## config.mk

```make
export PLATFORM = sky130hd
export DESIGN_NAME = mies_exec
export DESIGN_NICKNAME = d
export VERILOG_FILES = /design/src/mies_pkg.sv /design/src/mies_sub.sv /design/src/mies_exec.sv
export SDC_FILE = /design/constraint.sdc
export NUM_CORES = 1
export LEC_CHECK = 0
export BUFFER_PORTS_ARGS = -buffer_cell sky130_fd_sc_hd__buf_2
export CAP_MARGIN = 20
export CORE_MARGIN = 2
export CORE_UTILIZATION = 57
export CTS_BUF_LIST = sky130_fd_sc_hd__clkbuf_8
export DETAILED_ROUTE_END_ITERATION = 8
export GPL_TIMING_DRIVEN = 0
export PLACE_DENSITY = 0.84
export SLEW_MARGIN = 10
export SYNTH_ARGS = -nofsm -noshare
export SYNTH_HDL_FRONTEND = slang
export SYNTH_SLANG_ARGS = --single-unit
```

## constraint.sdc

```tcl
create_clock -name clock -period 4.5 [get_ports clock]
set_clock_uncertainty 0.05 [all_clocks]
set_input_delay 1.125 -clock clock [delete_from_list [all_inputs] [get_ports clock]]
set_output_delay 1.125 -clock clock [all_outputs]
set_load 0.01 [all_outputs]
```

## src/mies_pkg.sv

```systemverilog
// package: opcodes, flag layout, reset values and carriers for the exec subset
package mies_pkg;

    localparam int DATA_W  = 8;
    localparam int ADDR_W  = 8;
    localparam int PROG_W  = 16;
    localparam int PAGE_W  = 8;
    localparam int PADDR_W = 12;

    // flag positions inside the status vector
    localparam int FLAG_CARRY  = 0;
    localparam int FLAG_NIBBLE = 1;
    localparam int FLAG_ZERO   = 2;
    localparam int FLAG_WRAP   = 3;

    localparam logic [7:0] WORK_RST    = 8'h00;
    localparam logic [3:0] FLAGS_RST   = 4'h0;
    localparam logic [7:0] TBL_HI_RST  = 8'h00;
    localparam logic [3:0] LAST_PAGE   = 4'hF;
    localparam logic [1:0] SKIP_CYCLES = 2'h2;

    typedef enum logic [3:0] {
        MIES_OP_INC_WORK_SKIP = 4'h0,
        MIES_OP_SKIP_BIT_SET  = 4'h1,
        MIES_OP_SUB_WORK      = 4'h2,
        MIES_OP_SUB_MEM       = 4'h3,
        MIES_OP_SUB_IMM       = 4'h4,
        MIES_OP_SWAP_MEM      = 4'h5,
        MIES_OP_SWAP_WORK     = 4'h6,
        MIES_OP_SKIP_ZERO     = 4'h7,
        MIES_OP_MOVE_SKIP     = 4'h8,
        MIES_OP_SKIP_BIT_CLR  = 4'h9,
        MIES_OP_TBL_CUR       = 4'hA,
        MIES_OP_TBL_LAST      = 4'hB,
        MIES_OP_XOR_WORK      = 4'hC,
        MIES_OP_XOR_MEM       = 4'hD,
        MIES_OP_XOR_IMM       = 4'hE
    } mies_op_t;

    typedef enum logic [1:0] {
        MIES_ST_IDLE  = 2'b00,
        MIES_ST_TABLE = 2'b01,
        MIES_ST_DUMMY = 2'b10
    } mies_state_t;

    typedef struct packed {
        mies_op_t          op;
        logic [ADDR_W-1:0] addr;
        logic [DATA_W-1:0] imm;
        logic [2:0]        bit_sel;
    } mies_instr_t;

    typedef struct packed {
        logic [DATA_W-1:0] result;
        logic [3:0]        flags;
    } mies_alu_t;

endpackage : mies_pkg

```

## src/mies_sub.sv

```systemverilog
// subtractor with flags for work register minus operand
`timescale 1ns/1ps
`default_nettype none
module mies_sub
    import mies_pkg::*;
(
    input  wire logic [DATA_W-1:0] minuend,
    input  wire logic [DATA_W-1:0] subtrahend,
    output var  mies_alu_t         out
);
    logic [DATA_W:0] diff;
    logic [4:0]      low;

    always_comb begin
        diff = {1'b0, minuend} - {1'b0, subtrahend};
        low  = {1'b0, minuend[3:0]} - {1'b0, subtrahend[3:0]};
        out.result               = diff[DATA_W-1:0];
        // carry clear means a borrow happened, i.e. negative result
        out.flags[FLAG_CARRY]    = ~diff[DATA_W];
        out.flags[FLAG_NIBBLE]   = ~low[4];
        out.flags[FLAG_ZERO]     = (diff[DATA_W-1:0] == 8'h00);
        out.flags[FLAG_WRAP]     = (minuend[7] ^ subtrahend[7]) & (minuend[7] ^ diff[7]);
    end
endmodule : mies_sub
`default_nettype wire

```

## src/mies_exec.sv

```systemverilog
// instruction execution subset: skips, subtract, swap, table read, xor
//
// Function
// - increment-to-work: work gets memory plus one, memory kept, skip on zero
// - every taken skip lasts two cycles via an inserted dummy cycle
// - bit-set test skips next instruction when selected bit is one
// - subtract memory from work into work, update wrap, zero, nibble, carry
// - subtraction carry clears on negative result, sets on positive or zero
// - subtract with difference written back to memory, all four flags updated
// - subtract immediate from work into work, all four flags updated
// - nibble exchange in place writes swapped byte to memory, flags untouched
// - nibble exchange to work: swapped byte into work, memory unchanged
// - byte-zero test skips next instruction when memory byte is zero
// - move-and-test copies memory to work, skips when the value is zero
// - bit-clear test skips next instruction when selected bit is zero
// - current-page table read: low byte to memory, high byte to table-high
// - last-page table read: same, from the final program page
// - xor memory into work, update only zero flag
// - xor written back to memory, update only zero flag
// - xor immediate into work, update only zero flag
//
`timescale 1ns/1ps
`default_nettype none
module mies_exec
    import mies_pkg::*;
(
    input  wire logic                clock,
    input  wire logic                nrst,
    input  wire logic                instr_valid,
    input  wire mies_instr_t         instr,
    input  wire logic [PAGE_W-1:0]   table_pointer,
    input  wire logic [3:0]          cur_page,
    input  wire logic [DATA_W-1:0]   mem_rdata,
    input  wire logic [PROG_W-1:0]   prog_rdata,
    output logic                     busy,
    output logic                     mem_we,
    output logic [ADDR_W-1:0]        mem_addr,
    output logic [DATA_W-1:0]        mem_wdata,
    output logic                     prog_re,
    output logic [PADDR_W-1:0]       prog_addr,
    output logic                     skip_next,
    output logic                     done,
    output logic [DATA_W-1:0]        work_register,
    output logic [DATA_W-1:0]        table_high_byte,
    output logic [3:0]               status_flags
);
    // ------------------------------------------------------------
    // reset release
    // ------------------------------------------------------------
    logic rst_meta_q;
    logic rst_n_q;

    always_ff @(posedge clock or negedge nrst) begin
        if (!nrst) begin
            rst_meta_q <= 1'b0;
            rst_n_q    <= 1'b0;
        end else begin
            rst_meta_q <= 1'b1;
            rst_n_q    <= rst_meta_q;
        end
    end

    // ------------------------------------------------------------
    // state
    // ------------------------------------------------------------
    typedef struct packed {
        mies_state_t        st;
        logic [ADDR_W-1:0]  tbl_addr;
        logic               busy;
        logic               mem_we;
        logic [ADDR_W-1:0]  mem_addr;
        logic [DATA_W-1:0]  mem_wdata;
        logic               prog_re;
        logic [PADDR_W-1:0] prog_addr;
        logic               skip_next;
        logic               done;
        logic [DATA_W-1:0]  work;
        logic [DATA_W-1:0]  tbl_hi;
        logic [3:0]         flags;
    } mies_regs_t;

    mies_regs_t s_q;
    mies_regs_t s_d;
    mies_alu_t  sub_out;
    logic [DATA_W-1:0] sub_rhs;

    function automatic logic [DATA_W-1:0] swap_nib(input logic [DATA_W-1:0] v);
        swap_nib = {v[3:0], v[7:4]};
    endfunction : swap_nib

    function automatic logic [3:0] with_zero(input logic [3:0] f,
                                             input logic [DATA_W-1:0] r);
        logic [3:0] t;
        t = f;
        t[FLAG_ZERO] = (r == 8'h00);
        with_zero = t;
    endfunction : with_zero

    assign sub_rhs = (instr.op == MIES_OP_SUB_IMM) ? instr.imm : mem_rdata;

    mies_sub u_sub (
        .minuend    (s_q.work),
        .subtrahend (sub_rhs),
        .out        (sub_out)
    );

    // ------------------------------------------------------------
    // execute
    // ------------------------------------------------------------
    always_comb begin
        logic [DATA_W-1:0] inc;
        logic [DATA_W-1:0] xr;
        logic              sk;
        inc = 8'(mem_rdata + 8'h01);
        xr  = s_q.work ^ ((instr.op == MIES_OP_XOR_IMM) ? instr.imm : mem_rdata);
        sk  = 1'b0;
        s_d = s_q;
        s_d.mem_we    = 1'b0;
        s_d.prog_re   = 1'b0;
        s_d.skip_next = 1'b0;
        s_d.done      = 1'b0;
        unique case (s_q.st)
            MIES_ST_IDLE: begin
                if (instr_valid) begin
                    s_d.mem_addr = instr.addr;
                    s_d.done     = 1'b1;
                    case (instr.op)
                        MIES_OP_INC_WORK_SKIP: begin
                            s_d.work = inc;
                            sk       = (inc == 8'h00);
                        end
                        MIES_OP_SKIP_BIT_SET: sk = mem_rdata[instr.bit_sel];
                        MIES_OP_SKIP_BIT_CLR: sk = ~mem_rdata[instr.bit_sel];
                        MIES_OP_SKIP_ZERO:    sk = (mem_rdata == 8'h00);
                        MIES_OP_MOVE_SKIP: begin
                            s_d.work = mem_rdata;
                            sk       = (mem_rdata == 8'h00);
                        end
                        MIES_OP_SUB_WORK, MIES_OP_SUB_IMM: begin
                            s_d.work  = sub_out.result;
                            s_d.flags = sub_out.flags;
                        end
                        MIES_OP_SUB_MEM: begin
                            s_d.mem_we    = 1'b1;
                            s_d.mem_wdata = sub_out.result;
                            s_d.flags     = sub_out.flags;
                        end
                        MIES_OP_SWAP_MEM: begin
                            s_d.mem_we    = 1'b1;
                            s_d.mem_wdata = swap_nib(mem_rdata);
                        end
                        MIES_OP_SWAP_WORK: s_d.work = swap_nib(mem_rdata);
                        MIES_OP_XOR_WORK, MIES_OP_XOR_IMM: begin
                            s_d.work  = xr;
                            s_d.flags = with_zero(s_q.flags, xr);
                        end
                        MIES_OP_XOR_MEM: begin
                            s_d.mem_we    = 1'b1;
                            s_d.mem_wdata = xr;
                            s_d.flags     = with_zero(s_q.flags, xr);
                        end
                        MIES_OP_TBL_CUR, MIES_OP_TBL_LAST: begin
                            // program memory answers one cycle later
                            s_d.done      = 1'b0;
                            s_d.busy      = 1'b1;
                            s_d.st        = MIES_ST_TABLE;
                            s_d.tbl_addr  = instr.addr;
                            s_d.prog_re   = 1'b1;
                            s_d.prog_addr = (instr.op == MIES_OP_TBL_LAST) ?
                                {LAST_PAGE, table_pointer} :
                                {cur_page, table_pointer};
                        end
                        default: s_d.done = 1'b1;
                    endcase
                    if (sk) begin
                        // dummy cycle while the next word is fetched
                        s_d.skip_next = 1'b1;
                        s_d.busy      = 1'b1;
                        s_d.done      = 1'b0;
                        s_d.st        = MIES_ST_DUMMY;
                    end
                end
            end
            MIES_ST_TABLE: begin
                s_d.mem_we    = 1'b1;
                s_d.mem_addr  = s_q.tbl_addr;
                s_d.mem_wdata = prog_rdata[7:0];
                s_d.tbl_hi    = prog_rdata[15:8];
                s_d.busy      = 1'b0;
                s_d.done      = 1'b1;
                s_d.st        = MIES_ST_IDLE;
            end
            MIES_ST_DUMMY: begin
                s_d.busy = 1'b0;
                s_d.done = 1'b1;
                s_d.st   = MIES_ST_IDLE;
            end
            default: s_d.st = MIES_ST_IDLE;
        endcase
    end

    always_ff @(posedge clock or negedge rst_n_q) begin
        if (!rst_n_q) begin
            s_q <= '{st: MIES_ST_IDLE, tbl_addr: '0, busy: 1'b0, mem_we: 1'b0,
                     mem_addr: '0, mem_wdata: '0, prog_re: 1'b0, prog_addr: '0,
                     skip_next: 1'b0, done: 1'b0, work: WORK_RST,
                     tbl_hi: TBL_HI_RST, flags: FLAGS_RST};
        end else begin
            s_q <= s_d;
        end
    end

    assign busy            = s_q.busy;
    assign mem_we          = s_q.mem_we;
    assign mem_addr        = s_q.mem_addr;
    assign mem_wdata       = s_q.mem_wdata;
    assign prog_re         = s_q.prog_re;
    assign prog_addr       = s_q.prog_addr;
    assign skip_next       = s_q.skip_next;
    assign done            = s_q.done;
    assign work_register   = s_q.work;
    assign table_high_byte = s_q.tbl_hi;
    assign status_flags    = s_q.flags;

    // ------------------------------------------------------------
    // checks
    // ------------------------------------------------------------
    // an instruction taken at this edge
    logic issue_now;
    assign issue_now = (s_q.st == MIES_ST_IDLE) && instr_valid;
endmodule : mies_exec
`default_nettype wire

```

Word-level counts from Yosys, hierarchy flattened
Cells that the tools add are included.
{ "classes": {"add_sub_neg": 3, "magnitude_cmp": 1, "eq_ne": 19, "mux": 24, "n_bitwise": 8, "n_reduce_logical": 26} }
{ "op_table": {"columns": ["cell", "n"], "rows": [
  ["2-to-1 mux 51 bit", 1],
  ["one-hot mux 8 bit (5 select lines)", 1],
  ["one-hot mux 17 bit (2 select lines)", 1],
  ["zero test 8 bit", 4],
  ["equality test 4 bit (second input constant)", 7],
  ["one-hot mux 8 bit (3 select lines)", 1],
  ["equality test 4 x 3 -> 1 bit (second input constant)", 4],
  ["2-to-1 mux 8 bit", 2],
  ["AND reduction 3 bit", 5],
  ["2-to-1 mux 14 bit", 1],
  ["2-to-1 mux 13 bit", 1],
  ["2-to-1 mux 12 bit", 1],
  ["2-to-1 mux 11 bit", 1],
  ["OR reduction 2 bit", 5],
  ["OR reduction 3 bit", 3],
  ["subtractor 8 x 8 -> 9 bit", 1],
  ["adder 8 x 1 -> 8 bit (second input constant)", 1],
  ["equality test 4 x 2 -> 1 bit (second input constant)", 2],
  ["one-hot mux 4 bit (2 select lines)", 1],
  ["bitwise XOR 8 bit", 1],
  ["2-to-1 mux 1 bit", 6],
  ["2-to-1 mux 2 bit", 3],
  ["nonzero test 2 bit", 3],
  ["nonzero test 5 bit", 1],
  ["18 further kinds", 24]
]} }
{ "totals": {"regBits": 65, "in_bits": 62, "output_inout_bits": 53, "word_cells": 97} }

Depth between registers and ports, before layout
Gate-level depths: netlist of the first run.
{ "depth": {"depth_word": 9, "mapped_depth": 15} }

By module
A second synthesis of the first run with hierarchy kept.
{ "hier_totals": {"hier_cells": 461, "area_unflattened_um2": 4464.3} }
{ "modules_own_cells": {"columns": ["mod", "n_inst", "cells_each", "area_per_inst_um2"], "rows": [
  ["mies_exec", 1, 407, 4066.4],
  ["mies_sub", 1, 54, 397.9]
]} }

Worst setup path after synthesis of the first run
No wires, ideal clock.
{ "synth_timing": {"path_kind": "input port to flip-flop", "start": "input port instr[22] (netlist bit)", "end": "register s_q (netlist bit status_flags[2])", "arrival_time_ps": 3936, "required_ps": 4347, "path_slack_ps": 410, "stages": 13, "path_buffers": 3, "cell_sequence": "buf_4 -> nor2b_1 -> buf_2 -> and2_0 -> clkbuf_1 -> o21ai_0 -> ha_1 -> fa_1 -> nor2b_1 -> o21a_1 -> xor2_1 -> or4_1 -> o41ai_2"} }
{ "synth_between": {"elab_chain_cells": 5, "word_cells_on_any_way": 17} }
{ "synth_rtl": {"columns": ["item", "line", "rtl"], "rows": [
  ["from (decl)", "mies_exec.sv:30", "input wire mies_instr_t instr,"],
  ["equality test 4 x 3 -> 1 bit or equality test 4 bit (tied branches)", "mies_exec.sv:99, mies_exec.sv:127, mies_exec.sv:115", null],
  ["2-to-1 mux 8 bit (on tied branches)", "mies_exec.sv:99, mies_exec.sv:115", null],
  ["subtractor 8 x 8 -> 9 bit or bitwise XOR 8 bit (tied branches)", "mies_sub.sv:15, mies_exec.sv:115", null],
  ["zero test 8 bit (on tied branches)", "mies_sub.sv:21, mies_exec.sv:95", null],
  ["one-hot mux 4 bit (2 select lines)", "mies_exec.sv:127", "case (instr.op)"],
  ["to (signal assigned)", "mies_exec.sv:204", "s_q <= '{st: MIES_ST_IDLE, tbl_addr: '0, busy: 1'b0, mem_we: 1'b0,"],
  ["to (decl)", "mies_exec.sv:82", "mies_regs_t s_q;"]
]} }
Several ways; a longest one is shown, not always the timed one. The select of a mux whose other input is x is not followed.
A chain may end at the register's enable or synchronous reset.

Final worst setup path of the first run
{ "layout_timing": {"start": "input port instr[20] (netlist bit)", "end": "register s_q (netlist bit status_flags[2])"} }
Same word-level chain as after synthesis.

==> results.md, run 1 <==
- Die W: 94.7 µm
- Port Buffers: 109
- Leak: 2.68 nW
- Post-detail-place hpwl: 9.44 mm
- Status: finished clean
- Post-DP Area: 0.00540 mm²
- Library cells used by synthesis: between 60 and 70
- Die Footprint: 0.00897 mm²
- Post-synth EDFFs: 0
- CTS tree: yes
- Synthesis-to-finish area growth: 19.5%
- RR Startpoint: s_q[62]
- Final hold vios: 0
- Hold slack: 0.172 ns
- Most frequent cells after synthesis: 65 x dfrtp_1, 50 x buf_4, 44 x nor2_1, 40 x a21oi_1, 29 x mux2i_1
- Pwr Density: 611 mW/mm²
- Yosys warns: 0
- N_diodes: 0
- Register area share after synthesis: 34.7%
- Maximum vdd drop: 359 µV
- Clk pin slew, worst setup/hold paths: 0.08 ns
- Core area: about 0.0081 mm²
- IO Count: 115
- Vias in the first global route: ~4100
- Net total in the final layout: 704
- Post-CTS Setup Inserts: 0
- Main synth FF type: dfrtp_1
- Tmin final: ~4.2 ns
- Arr. time, crit path: 4.44 ns
- Via-to-Cell Ratio: 5.76
- Worst Path Required: 4.70 ns
- GR peak layer: met2
- Class of the worst hold path: reg -> async
- Reg2reg end: work_register[4]
- Setup crit end kind: register
- Most frequent cell after synthesis: dfrtp_1
- Ranking of synthesized cells by area: dfrtp_1 35%, buf_4 8.0%, mux2i_1 6.2%
- Final Cycle Share: 94.4%
- Share of the synthesized area in the top cell type: 34.7%
- WS Path Type: in -> reg
- GR Util met3: 5.51%
- Async SR Flop Fraction: 100%
- Max-cap violations: 0
- Post-DR wirelength/cell: 17.1 µm
- Maximum clock rate: 235 MHz
- Row count: 33
- Slew Limit Fails: 0
- Initial antenna violation count: 0
- Post-synth top area cell: dfrtp_1
- Post-layout total power: between 0.003 and 0.004 W
- First-pass GRT wire length: 19.8 mm
- Largest net degree at the start of global routing: 46
- R2R depth: 7
- Crit-path max FO: 10
- Post-Syn Instances: between 500 and 600
- Ratio of cells with drive above 1 in the final layout: 34.4%
- Final wirelength: approximately 13 mm
- Final instance area: approximately 0.0056 mm²
- Worst rel slew slack: 33.8%
- Fill count: 668
- GR Layer Usage met2: 45.4%
- Pre-antenna DRT Iters: 5
- Crit start category: input port
- Root Buffer: clkbuf_8
- DRT iter0 DRCs: 281
- Gpl congestion: 1.02
- TritonCTS Sinks: 65
- Gr usage total: between 20% and 30%
- Worst-margin pin slew: 0.985 ns
- Vias: 4253
- Unrepaired setup endpoints after global routing: no
- Worst-Skew Late Latency: 0.35 ns
- CTS buffer count: 9
- Synthesized flop and latch total: 65
- GRT met1 Usage: 39.0%
- Die height: 94.7 µm
- Mapped Avg Cell Area: 9.25 µm²
- Reg2reg setup slack: between 1.5 and 2 ns
- Post-Syn Nets: between 500 and 600
- Final core occ: 69.3%
- Global route overflow: 0
- Setup TNS: 0 ns
- Syn Std Cell Area: 0.00469 mm²
- Drc violations: 0
- CTS max path bufs: 2
- Htree depth: 3
- Initial Utilization: 58.0%
- Setup Viol. Count Final: 0
- Routed Antenna Nets: 0
## cells by family after synthesis
| family | share of synthesized area (%) |
|---|---|
| muxes | 13.4 |
| AOI/OAI and AO/OA | 19.1 |
| xor gates and xnor gates | 3.36 |
| adders and majority gates | 4.13 |
| DFF | 34.7 |
| other | 0.0799 |
| buffers and inverters | 12.0 |
| and+or+nand+nor | 13.3 |
## worst max path at each step
stage | slack (ns) | cells after the start | endpoint | start
6_report | 0.25 | 13 | status_flags[2] | instr[20]
5_1_grt | 0.02 | 13 | status_flags[2] | instr[20]
3_3_place_gp | -0.18 | 13 | status_flags[2] | instr[20]
2_1_floorplan | 0.41 | 13 | status_flags[2] | instr[22]
4_1_cts | 0.08 | 13 | status_flags[2] | instr[20]
3_5_place_dp | -0.27 | 13 | status_flags[2] | instr[20]
## sequential cells by signal (all words and copies together) (netlist names), 4 cells and up
signal           flops
mem_addr             8
mem_wdata            8
prog_addr           12
s_q                 10
status_flags         4
table_high_byte      8
work_register        8
## layout by cell type (no fill, tap or decap), types with 4 or more instances in the layout
cell / Yosys / layout
clkbuf_8: 0 / 10
nor2b_1: 11 / 11
mux2_2: 16 / 16
nand2b_1: 4 / 4
a32oi_1: 4 / 4
nand2_1: 21 / 21
mux2i_1: 29 / 29
dfrtp_1: 65 / 64
clkbuf_1: 15 / 14
xor2_1: 6 / 6
ha_1: 13 / 13
nand3_1: 6 / 6
o31ai_1: 4 / 4
o211ai_1: 4 / 4
nor3_1: 6 / 6
o21a_1: 4 / 4
mux2_1: 10 / 10
a21oi_1: 40 / 40
or3_1: 4 / 4
a211oi_1: 9 / 9
buf_4: 50 / 50
a22oi_1: 4 / 4
inv_1: 16 / 16
a221oi_1: 4 / 4
buf_2: 13 / 122
nor2_1: 44 / 43
o21ai_0: 19 / 19
xnor2_1: 12 / 12
a221o_1: 4 / 4
a21o_1: 7 / 7
nand4_1: 5 / 5
## per-stage QoR
step           worst slack, ns  instances
3_3_place_gp            -0.177        721
2_1_floorplan            0.410        507
3_5_place_dp            -0.275        722
5_1_grt                 0.0176        738
6_report                 0.253        738
4_1_cts                 0.0790        738
## worst max-delay path, stage by stage
cell,delay (ns)
buf_2,0.14
clkbuf_1,0.22
nor2_2,0.23
and2_0,0.27
clkbuf_2,0.29
o21ai_0,0.12
ha_1,0.23
fa_1,0.41
nor2b_1,0.28
o21a_1,0.21
xor2_1,0.14
or4_1,0.56
o41ai_2,0.22
## layout make-up
cell class	instances	area (µm²)	area share, %
multi-input combinational	346	2500	44.6
sequential	65	1630	29.1
timing repair buffer	110	573	10.2
buffer	79	502	8.94
clock buffer	10	138	2.45
tap	105	131	2.34
clock inverter	6	67.6	1.20
inverter	17	63.8	1.14
## per-layer routing
layer,part of all wire (%),wire length (µm)
met1,43,5420
met2,47,5910
met3,7.3,915
met4,2.8,350
met5,0,0
## timing repair
action / CTS / global route
gates resized for setup: 0 / 3
setup endpoints to repair: 0 / 4
hold buffers: 0 / 0
## power breakdown
part	leakage [nW]	switching [W]	total [W]	internal, W
combinational	1.80	0.000943	0.00186	0.000914
clock	0.0985	0.000248	0.000520	0.000272
sequential	0.778	0.000196	0.00105	0.000856
total	2.68	0.00139	0.00343	0.00204
Note: power is estimated with default switching activity, not from simulation.
==> run 2, diff against run 1 <==
- SETUP_SLACK_MARGIN: not set -> 0.4
==> run 2 against run 1 <==
  * Total power increased by 0.41%
  * Largest power group unchanged
  * Cell count increased by 0.14%
  * Register-to-register slack improved by 0.05 ns
  * Fmax increased by 8.6%
  * Critical endpoint unchanged
  * First-iteration DRC count increased by 5.0%
  * Non-clock buffer count increased by 1
  * Critical path type unchanged
  * Routed wire length increased by 0.57%
  * Sequential power about the same
  * Critical path depth increased by 1
  * Design area increased by 0.40%
  * Sequential share of layout area decreased by 0.12 points
==> results.md, run 2 (same netlist as run 1, synthesis figures left out) <==
- Status: finished clean
- Final wirelength: 12.7 mm (+0.57%)
- Maximum vdd drop: 359 µV (about the same)
- Final Cycle Share: 86.9% (-7.5 points)
- WS Path Type: in -> reg
- Initial antenna violation count: 0 (unchanged)
- Root Buffer: clkbuf_8
- Tmin final: 3.91 ns (-0.336 ns)
- Drc violations: 0 (unchanged)
- Worst-Skew Late Latency: 0.35 ns (about the same)
- Final hold vios: 0 (unchanged)
- Die height: 94.7 µm (unchanged)
- Post-DR wirelength/cell: 17.1 µm (+0.44%)
- Final instance area: 0.00563 mm² (+0.40%)
- Slowest Stage Delay on Critical Path: 0.56 ns (about the same)
- Largest register FFs: 12 (unchanged)
- CTS tree: yes
- Port Buffers: 109 (unchanged)
- Most common cell after layout, fill and taps aside: buf_2
- TritonCTS Sinks: 65 (unchanged)
- Pwr Density: 611 mW/mm² (about the same)
- CP cell instances: buf_2, nor2b_1, clkbuf_4, and2_2, clkbuf_4, nand2_1, o21ai_0, ha_1, fa_1, nor2b_2, o21a_1, xor2_1, or4_1, o41ai_2
- Non-Filler Instances: 739 (+0.14%)
- Pre-antenna DRT Iters: 5 (unchanged)
- Ratio of cells with drive above 1 in the final layout: 35.0% (+0.58 points)
- Post-DP Area: 0.00540 mm² (unchanged)
- Gate power share: 54.2% (about the same)
- Worst-margin pin slew: 0.937 ns (-0.0483 ns)
- Max-cap violations: 0 (unchanged)
- Setup Viol. Count Final: 0 (unchanged)
- Net total in the final layout: 705 (+0.14%)
- Crit-path max FO: 10 (unchanged)
- Routed Antenna Nets: 0 (unchanged)
- Class of the worst hold path: reg -> async
- Largest net degree at the start of global routing: 46 (unchanged)
- Gr usage total: 28.7% (unchanged)
- Switch Pwr: 0.00139 W (+0.41%)
- Unrepaired setup endpoints after global routing: no
- Slew Limit Fails: 0 (unchanged)
- Clock Power Share: 15.2% (about the same)
- Via-to-Cell Ratio: 5.77 (+0.19%)
- Die Footprint: 0.00897 mm² (unchanged)
- Core area: 0.00809 mm² (unchanged)
- Sequential power share: 30.6% (about the same)
- Crit start category: input port
- Post-detail-place hpwl: 9.44 mm (unchanged)
- Setup crit end kind: register
- Initial Utilization: 58.0% (unchanged)
- Vias in the first global route: 4051 (-0.17%)
- Die W: 94.7 µm (unchanged)
- Arr. time, crit path: 4.11 ns (-0.33 ns)
- Row count: 33 (unchanged)
- Most used cell, CP: clkbuf_4
- Maximum clock rate: 256 MHz (+8.6%)
- N_diodes: 0 (unchanged)
- IO Count: 115 (unchanged)
- CTS buffer count: 9 (unchanged)
- Post-layout total power: 0.00344 W (+0.41%)
- First-pass GRT wire length: 19.9 mm (about the same)
- Most frequent cells in the layout: 122 x buf_2, 64 x dfrtp_1, 51 x buf_4, 43 x nor2_1, 40 x a21oi_1
- Vias: 4267 (+0.33%)
- DRT iter0 DRCs: 295 (+5.0%)
- Final core occ: 69.6% (+0.28 points)
- Htree depth: 3 (unchanged)
- Synthesis-to-finish area growth: 20.0%
- Clk pin slew, worst setup/hold paths: 0.08 ns (about the same)
- Global route overflow: 0 (unchanged)
- Net Sw Frac: 40.4% (about the same)
- Cells after DPL: 722 (unchanged)
- Worst rel slew slack: 37.1% (+3.2 points)
- P_int: 0.00205 W (+0.42%)
- CTS max path bufs: 2 (unchanged)
- Worst Path Required: 4.70 ns (about the same)
- Hold slack: 0.174 ns (+0.00155 ns)
- Gpl congestion: 1.02 (unchanged)
- Critical-path top delay cell: or4_1
- Leak: 2.69 nW (+0.43%)
run 2: changes by cell type in the layout (fill, tap and decap cells not counted), sizes merged:
cell  before  now
buf      174  175
run 2: final cells by class:
type,count,area [µm²]
multi-input combinational,346,2510
timing repair buffer,111,581
clock inverter,6,67.6
clock buffer,10,138
buffer,79,508
sequential,65,1630
tap,105,131
inverter,17,63.8
fill,664,2460
run 2: repair_timing:
| action | CTS | global route |
|---|---|---|
| buffers inserted | 0 | 1 |
| gates resized for setup | 4 | 6 |
| endpoints found under the setup margin | 4 | 3 |
| hold endpoints to repair | 0 | 0 |
| hold buffers | 0 | 0 |
run 2: stage by stage:
| stage | worst slack, ns | TNS [ns] |
|---|---|---|
| 3_3_place_gp | -0.177 | -0.264 |
| 5_1_grt | 0.413 | 0 |
| 4_1_cts | 0.419 | 0 |
| 3_5_place_dp | -0.275 | -0.558 |
| 6_report | 0.589 | 0 |
| 2_1_floorplan | 0.410 | 0 |
run 2: worst paths after layout:
check                      startpoint                  to  slack, ns  cells after the start
max reg2reg                   s_q[62]    work_register[4]       1.77                      7
max                         instr[21]     status_flags[2]       0.59                     14
max in group asynchronous     rst_n_q  table_high_byte[4]       3.69                      1
min reg2reg                   rst_n_q    work_register[2]       0.17                      0
min                           rst_n_q    work_register[2]       0.17                      0
min in group clock         rst_meta_q             rst_n_q       0.31                      0
run 2: power by group through the flow:
| stage | logic, W | clock network (W) | registers, W |
|---|---|---|---|
| after floorplan | 0.00133 | 0 | 0.00102 |
| after CTS | 0.00185 | 0.000527 | 0.00105 |
| final | 0.00187 | 0.000523 | 0.00105 |
| after detailed placement | 0.00184 | 0 | 0.00106 |
| after global placement | 0.00177 | 0 | 0.00105 |
| after global routing | 0.00204 | 0.000549 | 0.00109 |
run 2: metal layers:
layer / global-route usage, % / routed length [µm] / up-vias
met4: 10.9 / 274 / 0
met2: 45.6 / 6000 / 212
met5: 0 / 0 / -
met1: 38.9 / 5390 / 2008
li1: - / - / 2025
met3: 5.51 / 999 / 22
run 2: critical path, delay by kind of cell:
| family | cells | cell delay [ns] |
|---|---|---|
| AND/OR/NAND/NOR | 5 | 1.21 |
| buffers and inverters | 3 | 0.52 |
| XOR/XNOR | 1 | 0.14 |
| adder cells (fa/ha/maj) | 2 | 0.65 |
| AO/OA/AOI/OAI | 3 | 0.48 |
==> run 3, diff against run 2 <==
- BUFFER_PORTS_ARGS: -buffer_cell sky130_fd_sc_hd__buf_2 -> not set
- DONT_BUFFER_PORTS: not set -> 1
- PLACE_DENSITY: 0.84 -> 0.72
==> run 3 against run 2 <==
  * Worst hold slack improved by 0.13 ns
  * Setup slack got worse by 0.0086 ns
  * Die area did not move
  * Routed wire length fell by 8.6%
  * Sequential share of layout area rose by 3.4 points
  * Total power fell by 7.9%
  * Design area fell by 11%
  * Largest cell class unchanged
  * Via count fell by 11%
  * Highest routed layer unchanged
==> results.md, run 3 (same netlist as run 1, synthesis figures left out) <==
- Status: finished clean
- Post-DR wirelength/cell: 18.4 µm (+7.6%)
- Setup crit end kind: register
- Pwr Density: 629 mW/mm² (+3.0%)
- Die height: 94.7 µm (unchanged)
- CTS buffer count: 9 (unchanged)
- Worst-margin pin slew: 0.917 ns (-0.0198 ns)
- Max-cap violations: 0 (unchanged)
- Tmin final: 3.92 ns (+0.00862 ns)
- Pre-antenna DRT Iters: 5 (unchanged)
- Cells after DPL: 612 (-15%)
- Most frequent cells in the layout: 64 x dfrtp_1, 51 x buf_4, 44 x nor2_1, 40 x a21oi_1, 29 x mux2i_1
- Wl on met1: 4.85 mm (-10%)
- Clk pin slew, worst setup/hold paths: 0.08 ns (about the same)
- Initial antenna violation count: 0 (unchanged)
- Synthesis-to-finish area growth: 7.36%
- CP cell instances: buf_4, nor2b_1, buf_2, and2_1, buf_4, o21ai_0, ha_1, fa_1, nor2b_2, o21a_1, xor2_1, or4_1, o41ai_2
- Leak: 2.23 nW (-17%)
- Top sig layer: met4
- Row count: 33 (unchanged)
- Routed Antenna Nets: 0 (unchanged)
- Worst rel slew slack: 38.4% (+1.3 points)
- Core area: 0.00809 mm² (unchanged)
- Net total in the final layout: 594 (-16%)
- CTS max path bufs: 2 (unchanged)
- TritonCTS Sinks: 65 (unchanged)
- Hold buffer count at cts: 0 (unchanged)
- Ratio of cells with drive above 1 in the final layout: 20.7% (-14 points)
- DR WL met3: 979 µm (-2.0%)
- Class of the worst hold path: reg -> reg
- Maximum vdd drop: 345 µV (-3.8%)
- Critical-path top delay cell: or4_1
- Setup Viol. Count Final: 0 (unchanged)
- Root Buffer: clkbuf_8
- Final Cycle Share: 87.1% (+0.19 points)
- First-pass GRT wire length: 18.4 mm (-7.3%)
- Crit-path max FO: 10 (unchanged)
- Post-detail-place hpwl: 8.61 mm (-8.9%)
- Hold slack: 0.306 ns (+0.132 ns)
- Reg2reg setup slack: 1.83 ns (+0.06 ns)
- Unrepaired setup endpoints after global routing: no
- Initial Utilization: 58.0% (unchanged)
- Post-CTS Setup Inserts: 0 (unchanged)
- Final hold vios: 0 (unchanged)
- WS Path Type: in -> reg
- Setup TNS: 0 ns (unchanged)
- Largest register FFs: 12 (unchanged)
- Gr usage total: 26.6% (-2.1 points)
- Die Footprint: 0.00897 mm² (unchanged)
- Maximum clock rate: 255 MHz (-0.22%)
- CTS tree: yes
- Die W: 94.7 µm (unchanged)
- Drc violations: 0 (unchanged)
- Worst-Skew Late Latency: 0.34 ns (about the same)
- Slew Limit Fails: 0 (unchanged)
- DRT iter0 DRCs: 295 (unchanged)
- Htree depth: 3 (unchanged)
- Port Buffers: 0 (-100%)
- Via-to-Cell Ratio: 6.05 (+4.8%)
- Slowest Stage Delay on Critical Path: 0.56 ns (about the same)
- Global route overflow: 0 (unchanged)
- Vias: 3800 (-11%)
- Vias in the first global route: 3768 (-7.0%)
- Arr. time, crit path: 4.11 ns (about the same)
- Most common cell after layout, fill and taps aside: dfrtp_1
- Largest net degree at the start of global routing: 64 (+39%)
- IO Count: 115 (unchanged)
- Most used cell, CP: buf_4
- Worst Path Required: 4.69 ns (about the same)
- Crit start category: input port
- Final wirelength: 11.6 mm (-8.6%)
- N_diodes: 0 (unchanged)
- Non-Filler Instances: 628 (-15%)
- Gpl congestion: 0.971 (-4.8%)
- Metal2 WL: 5.43 mm (-9.5%)
run 3: final cells by class:
cell class | instances | area (µm²)
plain buffers | 79 | 504
flip-flops and latches | 65 | 1630
clock buffers | 9 | 124
well taps | 105 | 131
inverters | 17 | 63.8
clock inverters | 7 | 80.1
fillers | 731 | 3060
multi-input cells | 346 | 2500
run 3: critical path, delay by kind of cell:
family / cells / cell delay, ns
AND/OR/NAND/NOR: 4 / 1.10
XOR/XNOR: 1 / 0.15
adder cells (fa/ha/maj): 2 / 0.67
AO/OA/AOI/OAI: 3 / 0.48
buffers and inverters: 3 / 0.58
run 3: metrics by stage:
| stage | utilization [%] | worst slack [ns] | total power, W | cell area, µm² |
|---|---|---|---|---|
| after CTS | 62.2 | 0.436 | 0.00318 | 5030 |
| final | 62.2 | 0.580 | 0.00317 | 5040 |
| after floorplan | - | 0.410 | 0.00234 | 4690 |
| after global placement | 59.6 | -0.0625 | 0.00262 | 4820 |
| after global routing | 62.2 | 0.441 | 0.00341 | 5040 |
| after detailed placement | 59.6 | -0.0990 | 0.00266 | 4830 |
run 3: power breakdown:
part           internal, W  switching [W]
clock network     0.000261       0.000249
logic             0.000757       0.000840
registers         0.000856       0.000207
total              0.00187        0.00130
run 3: worst paths after layout:
path,from,to,cells past startpoint
worst max register to register,s_q[61],work_register[4],7
max in group asynchronous,rst_n_q,prog_addr[4],0
worst min-delay path,rst_meta_q,rst_n_q,0
min in group asynchronous,rst_n_q,work_register[0],0
worst min register to register,rst_meta_q,rst_n_q,0
worst max-delay path,instr[22],status_flags[2],13
run 3: repair_timing:
action / CTS / global route
endpoints found under the setup margin: 2 / 3
cloned: 0 / 0
gates resized for setup: 1 / 5
run 3: per-layer routing:
layer,global-route usage (%),up-vias
met5,0,-
met4,10.0,0
met3,5.83,26
met2,43.6,186
met1,34.5,1790
li1,-,1798
